<file path="src/logic/asop_pkg.sv">
// Purpose: Shared constants and types for the converter serial output port
// Assumes: 100 MHz system clock
// Notes: Result width and master clock divider are parameters of the top
package asop_pkg;
  localparam int RESULT_W = 16;
  localparam int FIFO_DEPTH = 8;
  localparam int CLK_PERIOD_NS = 10;
  // Master serial clock half period
  localparam int MCLK_HALF_NS = 20;
  localparam int MCLK_HALF_CYC = (MCLK_HALF_NS + CLK_PERIOD_NS - 1) / CLK_PERIOD_NS;
  localparam logic [15:0] RESULT_RST = 16'h0000;
  localparam logic [4:0] BITCNT_RST = 5'h00;

  typedef struct packed {
    logic serial_parallel_select;
    logic clk_src;
    logic clk_inv;
    logic sync_pol;
    logic coding;
  } asop_cfg_t;

  typedef struct packed {
    logic [2:0] o;
    logic [2:0] oe;
  } asop_pins_t;

  typedef enum logic [1:0] {
    ST_IDLE = 2'b00,
    ST_LOAD = 2'b01,
    ST_SHIFT = 2'b10,
    ST_DONE = 2'b11
  } asop_state_t;
endpackage : asop_pkg

</file>
<file path="src/logic/asop_fifo.sv">
// Purpose: Result FIFO with valid/ready on both sides
// Assumes: Synchronous, single clock
// Notes: Depth must be a power of two
`timescale 1ns/10ps
module asop_fifo #(
  parameter int W = 16,
  parameter int DEPTH = 8
) (
  input wire logic clk,
  input wire logic rst_b,
  input wire logic in_valid,
  output logic in_ready,
  input wire logic [W-1:0] in_data,
  output logic out_valid,
  input wire logic out_ready,
  output logic [W-1:0] out_data
);
  localparam int AW = $clog2(DEPTH);
  initial
  begin
    if (DEPTH < 2 || (1 << AW) != DEPTH) $error("asop_fifo depth must be power of two");
  end
  logic [W-1:0] mem_q [DEPTH];
  logic [AW:0] wr_q, wr_d, rd_q, rd_d;
  logic push, pop;
  always_comb
  begin
    push = in_valid && in_ready;
    pop = out_valid && out_ready;
    wr_d = wr_q + (AW+1)'(push);
    rd_d = rd_q + (AW+1)'(pop);
  end
  always_ff @(posedge clk or negedge rst_b)
  begin
    if (!rst_b)
    begin
      wr_q <= '0;
      rd_q <= '0;
    end
    else
    begin
      wr_q <= wr_d;
      rd_q <= rd_d;
    end
  end
  always_ff @(posedge clk)
  begin
    if (push) mem_q[wr_q[AW-1:0]] <= in_data;
  end
  assign in_ready = (wr_q ^ rd_q) != {1'b1, {AW{1'b0}}};
  assign out_valid = wr_q != rd_q;
  assign out_data = mem_q[rd_q[AW-1:0]];
endmodule : asop_fifo

</file>
<file path="src/logic/asop_port.sv">
// Purpose: Serial or parallel output of conversion results on three shared pins
// Assumes: Pins and serial clock asynchronous to clk; results arrive on a stream
// Notes: Slave serial clock is oversampled, so it must be below clk/8
`timescale 1ns/10ps
module asop_port #(
  parameter int RESULT_W = asop_pkg::RESULT_W,
  parameter int HALF_CYC = asop_pkg::MCLK_HALF_CYC
) (
  input wire logic clk,
  input wire logic rst_b,
  input wire logic res_valid,
  output logic res_ready,
  input wire logic [RESULT_W-1:0] res_data,
  input wire asop_pkg::asop_cfg_t cfg,
  input wire logic cs_b,
  input wire logic rd_b,
  input wire logic sclk_i,
  output asop_pkg::asop_pins_t pins,
  output logic busy_frame
);
  initial
  begin
    if (RESULT_W < 11 || RESULT_W > 31) $error("asop_port result width out of range");
    if (HALF_CYC < 1 || HALF_CYC > 255) $error("asop_port half period out of range");
  end

  // Reset release synchroniser
  logic [1:0] rst_sync_q;
  logic rst_n;
  always_ff @(posedge clk or negedge rst_b)
  begin
    if (!rst_b) rst_sync_q <= 2'h0;
    else rst_sync_q <= {rst_sync_q[0], 1'b1};
  end
  assign rst_n = rst_sync_q[1];

  // Two-flop synchronisers for pins
  localparam int NS = 8;
  logic [NS-1:0] s1_q, s2_q, pin_raw;
  assign pin_raw = {cfg.serial_parallel_select, cfg.clk_src, cfg.clk_inv, cfg.sync_pol, cfg.coding,
                    cs_b, rd_b, sclk_i};
  always_ff @(posedge clk or negedge rst_n)
  begin
    if (!rst_n)
    begin
      s1_q <= 8'h06;
      s2_q <= 8'h06;
    end
    else
    begin
      s1_q <= pin_raw;
      s2_q <= s1_q;
    end
  end
  logic ser, slave, inv, spol, ob, cs_n, rd_n, sck;
  assign {ser, slave, inv, spol, ob, cs_n, rd_n, sck} = s2_q;

  // Result FIFO
  logic f_valid, f_ready;
  logic [RESULT_W-1:0] f_data;
  asop_fifo #(.W(RESULT_W), .DEPTH(asop_pkg::FIFO_DEPTH)) u_fifo (
    .clk(clk),
    .rst_b(rst_n),
    .in_valid(res_valid),
    .in_ready(res_ready),
    .in_data(res_data),
    .out_valid(f_valid),
    .out_ready(f_ready),
    .out_data(f_data)
  );

  function automatic logic [RESULT_W-1:0] code(input logic [RESULT_W-1:0] v, input logic bin);
    code = bin ? {~v[RESULT_W-1], v[RESULT_W-2:0]} : v;
  endfunction : code

  logic enable;
  assign enable = !cs_n && !rd_n;

  // Serial engine state
  asop_pkg::asop_state_t st_q, st_d;
  logic [RESULT_W-1:0] sh_q, sh_d, par_q, par_d;
  logic [4:0] cnt_q, cnt_d;
  logic [7:0] div_q, div_d;
  logic mclk_q, mclk_d, sck_q, sck_d, sdo_q, sdo_d;
  asop_pkg::asop_pins_t pins_d;
  logic upd_edge, smp_edge, mrise, mfall;

  always_comb
  begin
    st_d = st_q;
    sh_d = sh_q;
    par_d = par_q;
    cnt_d = cnt_q;
    div_d = div_q;
    mclk_d = mclk_q;
    sck_d = sck;
    sdo_d = sdo_q;
    f_ready = 1'b0;
    mrise = 1'b0;
    mfall = 1'b0;
    // Slave edges, gated by chip select
    upd_edge = !cs_n && (inv ? (sck_q && !sck) : (!sck_q && sck));
    smp_edge = !cs_n && (inv ? (!sck_q && sck) : (sck_q && !sck));
    if (!ser && f_valid)
    begin
      f_ready = 1'b1;
      par_d = code(f_data, ob);
    end
    unique case (st_q)
      asop_pkg::ST_IDLE:
      begin
        mclk_d = 1'b0;
        div_d = 8'h00;
        if (ser && enable && f_valid)
        begin
          f_ready = 1'b1;
          sh_d = code(f_data, ob);
          st_d = asop_pkg::ST_LOAD;
        end
      end
      asop_pkg::ST_LOAD:
      begin
        sdo_d = sh_q[RESULT_W-1];
        if (slave)
        begin
          // Slave frames repeat the MSB on the first update edge
          cnt_d = 5'(RESULT_W);
        end
        else
        begin
          sh_d = {sh_q[RESULT_W-2:0], 1'b0};
          cnt_d = 5'(RESULT_W - 1);
        end
        st_d = asop_pkg::ST_SHIFT;
      end
      asop_pkg::ST_SHIFT:
      begin
        if (!slave)
        begin
          // Master clock: data moves only after the falling edge
          if (div_q == 8'(HALF_CYC - 1))
          begin
            div_d = 8'h00;
            mclk_d = !mclk_q;
            mrise = !mclk_q;
            mfall = mclk_q;
          end
          else div_d = div_q + 8'h01;
        end
        if ((slave && upd_edge && !smp_edge) || mfall)
        begin
          if (cnt_q == 5'h00) st_d = asop_pkg::ST_DONE;
          else
          begin
            sdo_d = sh_q[RESULT_W-1];
            sh_d = {sh_q[RESULT_W-2:0], 1'b0};
            cnt_d = cnt_q - 5'h01;
          end
        end
        if (!enable) st_d = asop_pkg::ST_IDLE;
      end
      asop_pkg::ST_DONE:
      begin
        mclk_d = 1'b0;
        if (!enable) st_d = asop_pkg::ST_IDLE;
      end
    endcase
    // Pin mux
    pins_d.oe = enable ? 3'h7 : 3'h0;
    if (!ser)
    begin
      pins_d.o = par_q[10:8];
    end
    else
    begin
      pins_d.o[0] = sdo_q;
      pins_d.o[1] = mclk_d ^ inv;
      pins_d.o[2] = (st_q == asop_pkg::ST_SHIFT) ^ spol;
      if (slave)
      begin
        pins_d.oe[1] = 1'b0;
        pins_d.oe[2] = 1'b0;
      end
    end
  end

  always_ff @(posedge clk or negedge rst_n)
  begin
    if (!rst_n)
    begin
      st_q <= asop_pkg::ST_IDLE;
      sh_q <= asop_pkg::RESULT_RST;
      par_q <= asop_pkg::RESULT_RST;
      cnt_q <= asop_pkg::BITCNT_RST;
      div_q <= 8'h00;
      mclk_q <= 1'b0;
      sck_q <= 1'b0;
      sdo_q <= 1'b0;
      pins <= '0;
      busy_frame <= 1'b0;
    end
    else
    begin
      st_q <= st_d;
      sh_q <= sh_d;
      par_q <= par_d;
      cnt_q <= cnt_d;
      div_q <= div_d;
      mclk_q <= mclk_d;
      sck_q <= sck_d;
      sdo_q <= sdo_d;
      pins <= pins_d;
      busy_frame <= st_d != asop_pkg::ST_IDLE;
    end
  end

  a_drivers_off: assert property (@(posedge clk) disable iff (!rst_n)
    !enable |=> pins.oe == 3'h0) else $error("drivers on without select");
  a_par_bits: assert property (@(posedge clk) disable iff (!rst_n)
    !ser |=> pins.o == $past(par_q[10:8])) else $error("parallel bits wrong");
  a_par_drain: assert property (@(posedge clk) disable iff (!rst_n)
    (!ser && f_valid) |-> f_ready) else $error("parallel result not taken");
  a_par_value: assert property (@(posedge clk) disable iff (!rst_n)
    (!ser && f_valid) |=> par_q[10:8] == $past(f_data[10:8]))
    else $error("parallel result bits wrong");
  a_ser_data_pin: assert property (@(posedge clk) disable iff (!rst_n)
    ser |=> pins.o[0] == $past(sdo_q)) else $error("serial data pin wrong");
  a_master_stable: assert property (@(posedge clk) disable iff (!rst_n)
    (st_q == asop_pkg::ST_SHIFT && !slave && mrise) |=> $stable(sdo_q))
    else $error("data moved on rising master edge");
  a_master_shift: assert property (@(posedge clk) disable iff (!rst_n)
    (st_q == asop_pkg::ST_SHIFT && mfall && cnt_q != 5'h00) |=>
    sdo_q == $past(sh_q[RESULT_W-1])) else $error("master bit not advanced");
  a_sync_level: assert property (@(posedge clk) disable iff (!rst_n)
    (ser && !slave && st_q == asop_pkg::ST_SHIFT) |=> pins.o[2] == !$past(spol))
    else $error("frame sync level wrong");
  a_sync_idle: assert property (@(posedge clk) disable iff (!rst_n)
    (ser && !slave && st_q != asop_pkg::ST_SHIFT) |=> pins.o[2] == $past(spol))
    else $error("frame sync not idle");
  a_sync_off_slave: assert property (@(posedge clk) disable iff (!rst_n)
    (ser && slave) |=> !pins.oe[2]) else $error("slave sync pin driven");
  a_slave_clk_in: assert property (@(posedge clk) disable iff (!rst_n)
    (ser && slave) |=> !pins.oe[1]) else $error("slave clock pin driven");
  a_clk_out_master: assert property (@(posedge clk) disable iff (!rst_n)
    (ser && !slave && enable) |=> pins.oe[1]) else $error("master clock pin not driven");
  a_clk_pin_level: assert property (@(posedge clk) disable iff (!rst_n)
    (ser && !slave) |=> pins.o[1] == (mclk_q ^ $past(inv)))
    else $error("master clock pin wrong");
  a_half_period: assert property (@(posedge clk) disable iff (!rst_n)
    (st_q == asop_pkg::ST_SHIFT && !slave) |-> div_q <= 8'(HALF_CYC - 1))
    else $error("master divider overrun");
  a_slave_step: assert property (@(posedge clk) disable iff (!rst_n)
    (st_q == asop_pkg::ST_SHIFT && slave && upd_edge && enable && cnt_q != 5'h00) |=>
    cnt_q == $past(cnt_q) - 5'h01) else $error("slave edge not counted");
  a_slave_mclk_quiet: assert property (@(posedge clk) disable iff (!rst_n)
    (st_q == asop_pkg::ST_SHIFT && slave) |=> $stable(mclk_q))
    else $error("master clock ran in slave mode");
  a_cs_gate: assert property (@(posedge clk) disable iff (!rst_n)
    (slave && cs_n && st_q == asop_pkg::ST_SHIFT) |=> $stable(sdo_q))
    else $error("shift without chip select");
  a_word_len: assert property (@(posedge clk) disable iff (!rst_n)
    (st_q == asop_pkg::ST_LOAD) |=>
    cnt_q == ($past(slave) ? 5'(RESULT_W) : 5'(RESULT_W - 1)))
    else $error("frame length wrong");
  a_done_hold: assert property (@(posedge clk) disable iff (!rst_n)
    (st_q == asop_pkg::ST_DONE) |=> $stable(sdo_q)) else $error("data moved after frame");
  a_done_busy: assert property (@(posedge clk) disable iff (!rst_n)
    (st_q == asop_pkg::ST_DONE) |-> busy_frame) else $error("finished frame not flagged");
  a_abort_idle: assert property (@(posedge clk) disable iff (!rst_n)
    ((st_q == asop_pkg::ST_SHIFT || st_q == asop_pkg::ST_DONE) && !enable) |=>
    st_q == asop_pkg::ST_IDLE) else $error("frame not ended on release");
  a_msb_first: assert property (@(posedge clk) disable iff (!rst_n)
    (st_q == asop_pkg::ST_LOAD) |=> sdo_q == $past(sh_q[RESULT_W-1]))
    else $error("first bit not msb");
  a_slave_first: assert property (@(posedge clk) disable iff (!rst_n)
    (st_q == asop_pkg::ST_LOAD && slave) |=> sh_q == $past(sh_q))
    else $error("slave word shifted before first edge");
  a_coding_msb: assert property (@(posedge clk) disable iff (!rst_n)
    (st_q == asop_pkg::ST_IDLE && ser && enable && f_valid) |=>
    sh_q[RESULT_W-1] == ($past(f_data[RESULT_W-1]) ^ $past(ob)))
    else $error("coded sign bit wrong");
  a_coding_low: assert property (@(posedge clk) disable iff (!rst_n)
    (st_q == asop_pkg::ST_IDLE && ser && enable && f_valid) |=>
    sh_q[RESULT_W-2:0] == $past(f_data[RESULT_W-2:0])) else $error("result bits changed");
  a_slave_upd: assert property (@(posedge clk) disable iff (!rst_n)
    (st_q == asop_pkg::ST_SHIFT && slave && smp_edge && enable) |=> $stable(sdo_q))
    else $error("data moved on sample edge");
endmodule : asop_port

</file>
<file path="config.mk">
export PLATFORM = sky130hd
export DESIGN_NAME = asop_port
export DESIGN_NICKNAME = d
export VERILOG_FILES = /design/src/logic/asop_pkg.sv /design/src/logic/asop_fifo.sv /design/src/logic/asop_port.sv
export SDC_FILE = /design/constraint.sdc
export NUM_CORES = 1
export LEC_CHECK = 0
export BUFFER_PORTS_ARGS = -buffer_cell sky130_fd_sc_hd__buf_2
export CORE_ASPECT_RATIO = 1.25
export CORE_MARGIN = 3
export CORE_UTILIZATION = 50
export CTS_CLUSTER_DIAMETER = 50
export CTS_CLUSTER_SIZE = 30
export DETAILED_ROUTE_END_ITERATION = 7
export GPL_TIMING_DRIVEN = 0
export PLACE_DENSITY = 0.67
export RECOVER_POWER = 100
export SLEW_MARGIN = 20
export SYNTH_ARGS = -nofsm -noshare
export SYNTH_HDL_FRONTEND = slang
export SYNTH_SLANG_ARGS = --single-unit
</file>
<file path="constraint.sdc">
create_clock -name clk -period 2.3 [get_ports clk]
set_input_delay 0.46 -clock clk [delete_from_list [all_inputs] [get_ports clk]]
set_output_delay 0.46 -clock clk [all_outputs]
set_load 0.005 [all_outputs]
</file>
Yosys cells after proc, flatten, opt, wreduce, memory -nomap -nowiden

Memories as Yosys holds them, arrays and structs flattened.
Index checks and enable logic that the tools add are counted.

Flip-flop bits (word level): 78
RAM bits: 128
Input port bits: 27
Output and inout port bits: 8
Word-level logic and storage cells: 105
Memories kept: 1

$add $sub $neg: 4
Equal/unequal tests: 11
Mux-type cells: 39
Bitwise logic cells: 4
Reductions and logical operators: 30

Memories:

| name         | depth | bits a word | read ports | clocked after Yosys merged registers in | write ports | line            | text |
|---|---|---|---|---|---|---|---|
| u_fifo.mem_q | 8     | 16          | 1          | 0                                       | 1           | asop_fifo.sv:23 | `logic [W-1:0] mem_q [DEPTH];` |

Operator list:

| kind                                                               | count |
|---|---|
| 16-bit two-way mux                                                 | 5 |
| 16-bit one-hot mux with 3 select lines                             | 1 |
| 8-bit two-way mux                                                  | 2 |
| 8-bit one-hot mux with 2 select lines                              | 1 |
| 5-bit two-way mux                                                  | 3 |
| 1-bit two-way mux                                                  | 14 |
| 2-bit two-way mux                                                  | 7 |
| 1-bit logical AND                                                  | 12 |
| 2-bit != test, second input constant                               | 5 |
| 5-bit one-hot mux with 2 select lines                              | 1 |
| 4-bit by 1-bit adder with 4-bit output                             | 2 |
| 8-bit by 1-bit adder with 8-bit output, second input constant      | 1 |
| 8-bit by 1-bit == test with 1-bit output, second input constant    | 1 |
| 2-bit one-hot mux with 4 select lines                              | 1 |
| 1-bit zero test                                                    | 7 |
| 3-bit two-way mux                                                  | 2 |
| 2-bit nonzero test                                                 | 3 |
| 5-bit zero test                                                    | 1 |
| 5-bit AND reduction                                                | 1 |
| 5-bit by 1-bit subtractor with 5-bit output, second input constant | 1 |
| 2-bit == test, second input constant                               | 2 |
| 4-bit != test                                                      | 1 |
| 4-bit != test, second input constant                               | 1 |
| 1-bit one-hot mux with 2 select lines                              | 2 |
| 10 further kinds                                                   | 11 |

Logic depth before layout (Yosys ltp)

Word-level depth: 11
Gate-level depth with buffers: 10
Gate-level depth less buffers: 9

Modules after synthesis

From an unflattened synthesis, not the netlist that was laid out.

Cell total of the unflattened synthesis: 451
Area total of the unflattened synthesis: 8,219.1 um2

Modules (own cells, without submodules):

| module    | instances | cells each | area an instance (um2) | sequential area each (um2) |
|---|---|---|---|---|
| asop_fifo | 1         | 227        | 5,358.9                | 4,043.9 |
| asop_port | 1         | 224        | 2,860.2                | 1,531.5 |

Worst setup path before layout

No wires, ideal clock.

Path type: register to register
Start: reg u_fifo.rd_q[0]
End: mem u_fifo.mem_q[0][0] (enable)
Library setup time: 0.409 ns
Data arrival time: 2.213 ns
Data required time: 1.891 ns
Slack: -0.322 ns
Cell stages (with the launch flop): 7
Path buffers: 1
Period minus slack after synthesis: 2.622 ns
Cell sequence: dfrtp_1 buf_4 xnor2_1 nand4_1 and2_1 nand2b_1 nor3_1

Word-level cells in the longest chain between the ends: 5

Ends and longest elaborated chain:

| element                                 | line            | text |
|---|---|---|
| from (decl)                             | asop_fifo.sv:24 | `logic [AW:0] wr_q, wr_d, rd_q, rd_d;` |
| from (signal assigned)                  | asop_fifo.sv:43 | `rd_q <= rd_d;` |
| 4-bit XOR                               | asop_fifo.sv:50 | `assign in_ready = (wr_q ^ rd_q) != {1'b1, {AW{1'b0}}};` |
| 4-bit != test                           | asop_fifo.sv:50 |  |
| via res_ready                           | asop_port.sv:12 | `output logic res_ready,` |
| 1-bit logical AND                       | asop_fifo.sv:28 | `push = in_valid && in_ready;` |
| 1-bit two-way mux                       | asop_fifo.sv:48 | `if (push) mem_q[wr_q[AW-1:0]] <= in_data;` |
| 1-bit two-way mux (not written as such) | asop_fifo.sv:48 |  |
| to (decl)                               | asop_fifo.sv:23 |  |

The timed path passes the listed nets, and every way through them passes these cells.

Final worst setup path

Start: reg div_q[5]
End: reg sh_q[3]

Word-level cells in the longest chain between the ends: 7

Ends and longest elaborated chain:

| element                                  | line             | text |
|---|---|---|
| from (decl)                              | asop_port.sv:83  | `logic [7:0] div_q, div_d;` |
| from (signal assigned)                   | asop_port.sv:208 | `div_q <= div_d;` |
| 8-bit by 1-bit == test with 1-bit output | asop_port.sv:141 | `if (div_q == 8'(HALF_CYC - 1))` |
| 1-bit two-way mux                        | asop_port.sv:141 |  |
| 1-bit two-way mux                        | asop_port.sv:138 | `if (!slave)` |
| 1-bit two-way mux                        | asop_port.sv:109 | `unique case (st_q)` |
| 1-bit logical OR                         | asop_port.sv:150 | `if ((slave && upd_edge && !smp_edge) \|\| mfall)` |
| 2-bit != test (no line)                  | n/a              |  |
| 5-bit AND reduction (no line)            | n/a              |  |
| to (signal assigned)                     | asop_port.sv:192 | `sh_q <= asop_pkg::RESULT_RST;` |
| to (decl)                                | asop_port.sv:81  | `logic [RESULT_W-1:0] sh_q, sh_d, par_q, par_d;` |

Every way passes these cells. The select of a mux whose other input is x is not followed.
A chain may end at the register's enable or synchronous reset.

==> out/qor.txt <==
Status = finished, violations left
Failing checks = negative setup slack
Pwr dens = 1230 nW/um2
Reg2reg setup slack = -0.15 ns
Vias in the first global route = 4477
Mapped Avg Cell Area = 16.8 um2
# rows = 50
Fmax = 0.409 GHz
Synthesized area = 7970 um2
Die Ht = 147 um
Worst EP arrival = 2.76 ns
Seq/Total Area, Yosys = 70.0%
Top FF cell, synth = edfxtp_1
Clock buffer depth = 2
Finished Cell Area = 9280 um2
First-pass DRT Iterations = 4
Port Buffers = 34
TritonCTS clock tree = built
Total gr overflow = 0
Worst Tran Pin Value = 1.39 ns
Clock Sinks = 197
Hpwl dp = 9590 um
Final hold violation count = 0
Area Overhead vs Synth = 16.5%
Die Wd = 119 um
Cell variety after synth = 59
Setup CP Type = reg -> reg
Initial antenna violation count = 0
Die area = 17500 um2
Final Skew = 0.00688 ns
Clk_lat worst skew = 0.43 ns
Via count = 4295
Worst-path clk slew = 0.07 ns
IO Pins = 35
H-tree levels = 4
Iter 0 DRT Violations = 303
RSZ-0062 raised after global routing = true
Worst setup margin = -0.148 ns
Vias per cell = 5.58
Starting Density = 52.2%
Leakage power = 0.00339 uW
EDFF count, synth = 128
Antenna cells = 0
Post-place setup slack = -0.366 ns
Largest net degree at the start of global routing = 58
Cts bufs inserted = 17
Yosys warning total = 0
Synth Register Bits = 197
Routed Antenna Nets = 0
# DRC = 0
Max Slew Vio Count = 0
Max_cap viols = 0
Synth top area share = 48.2%
Layout Nets = 589
Biggest area consumer among synthesized cells = edfxtp_1
Worst Setup End Kind = register
Tcrit/Tclk final = 106%
Gate Count Post-Synth = 475
Detailed Route WL = 15200 um
Tot Pwr = 11400 uW
Routed wire per std cell = 19.7 um
Clk root buf = clkbuf_16
Final min period = 2.45 ns
Worst setup SP type = register
Fraction of registers with async set/reset = 35.0%
Synth area leaders = edfxtp_1 48%, dfrtp_1 20%, mux4_2 8.5%
Final setup violation count = 50
Util after Layout = 60.8%
Max VDD drop = 644 uV
Global-route wire length before repair = 24500 um
Slew HR = 7.27%
CP Max Fanout = 5
GRT Total Usage = 18.5%
Core area = 15300 um2
Gpl congestion = 0.781
CP required = 2.61 ns
Layout cells sized above 1 = 26.5%
Hold crit path type = in -> reg
Syn Nets = 515
DP Area = 8540 um2
[critical path, stage by stage, from the launching register on]
cell	delay (ns)
dfrtp_1	0.40
nor4_2	0.30
and3_1	0.21
ha_1	0.15
nor2b_4	0.14
inv_1	0.05
a21bo_2	0.21
a221oi_4	0.35
buf_6	0.18
mux2_2	0.34
[final timing paths]
check	from	to	cells past startpoint
hold / removal	rd_b	s1_q[1]$_DFF_PN1_	1
max in group asynchronous	rst_sync_q[1]$_DFF_PN0_	u_fifo.wr_q[3]$_DFF_PN0_	1
setup reg to reg	div_q[5]$_DFFE_PN0P_	sh_q[3]$_DFFE_PN0P_	9
hold reg to reg	rst_sync_q[1]$_DFF_PN0_	s1_q[0]$_DFF_PN0_	0
setup / recovery	div_q[5]$_DFFE_PN0P_	sh_q[3]$_DFFE_PN0P_	9
min in group asynchronous	rst_sync_q[1]$_DFF_PN0_	s1_q[0]$_DFF_PN0_	0
[area by class of cell]
cell class / count / area, um2
timing repair buffer: 56 / 419
tap: 208 / 260
clock buffer: 19 / 433
clock inverter: 13 / 103
fill: 1176 / 5980
inverter: 10 / 37.5
buffer: 21 / 108
sequential: 197 / 5580
multi-input combinational: 246 / 2350
[report_power, final]
group / total, uW / switching, uW / internal, uW / leakage (uW)
Clock: 2680 / 1280 / 1400 / 0.000253
Sequential: 4870 / 338 / 4540 / 0.00199
Combinational: 3880 / 2020 / 1860 / 0.00114
Total: 11400 / 3630 / 7800 / 0.00339
[cells in the final DEF, fill, tap and decap left out, types with 11 or more instances in the layout]
cell,netlist,routed
nand2_1,23,23
mux4_2,30,30
mux2i_1,17,17
nor2_1,19,13
o21ai_0,27,27
clkbuf_1,6,31
buf_2,9,20
dfrtp_1,65,65
a21oi_1,13,13
buf_4,4,11
edfxtp_1,128,128
ha_1,13,13
mux2_2,15,15
clkbuf_16,0,17
[cells by family (layout without fill, tap and decap cells)]
logic type	count (synthesis)	count (layout)	synth area share, %
AOI/OAI and AO/OA	65	65	5.26
xor gates and xnor gates	11	11	1.21
adders and majority gates	13	13	2.04
buffers and inverters	32	119	1.93
DFF	197	197	70.0
muxes	71	71	14.1
other	1	1	0.0471
and+or+nand+nor	85	85	5.45
[layer usage]
layer  global-route usage, %  vias up  wire length, um
met5                       0        -                0
met4                    6.26        0              284
met3                    4.31       19              543
met2                    32.3       84             8140
met1                    22.8     2230             6220
li1                        -     1962                -
[Yosys cell counts, types with 3 or more instances]
library cell / count
edfxtp_1: 128
dfrtp_1: 65
mux4_2: 30
o21ai_0: 27
nand2_1: 23
nor2_1: 19
mux2i_1: 17
mux2_2: 15
a21oi_1: 13
ha_1: 13
inv_1: 10
buf_2: 9
mux2_1: 7
nand3_1: 7
nor2b_1: 7
clkbuf_1: 6
nand2b_1: 6
xnor2_1: 6
xor2_1: 5
buf_4: 4
dfstp_2: 4
nor3_1: 4
and3_1: 3
nand4_1: 3
[stage by stage]
stage / hold WS [ns] / cells / setup TNS [ns]
after floorplan: 0.164 / 475 / -0.717
after CTS: 0.111 / 770 / -1.75
after global placement: 0.244 / 717 / -132.62
after global routing: 0.101 / 770 / -20.97
final: 0.131 / 770 / -3.98
after detailed placement: 0.168 / 720 / -6.82
[what timing repair did]
item | 4_1_cts | 5_1_grt
buffers inserted | 16 | 1
gates cloned | 1 | 0
hold buffers | 1 | 0
endpoints found under the setup margin | 116 | 42
pin swaps | 10 | 1
gates resized for setup | 6 | 3
hold endpoints to repair | 2 | 0
[state kept, by name, summed over array words and instances (netlist names), 2 cells and up]
register	cells
s2_q	8
par_q	3
u_fifo.wr_q	4
div_q	8
pins	5
sh_q	16
s1_q	8
cnt_q	5
rst_sync_q	2
u_fifo.rd_q	4
u_fifo.mem_q	128
st_q	2
Power figures use the tool's default switching activity.
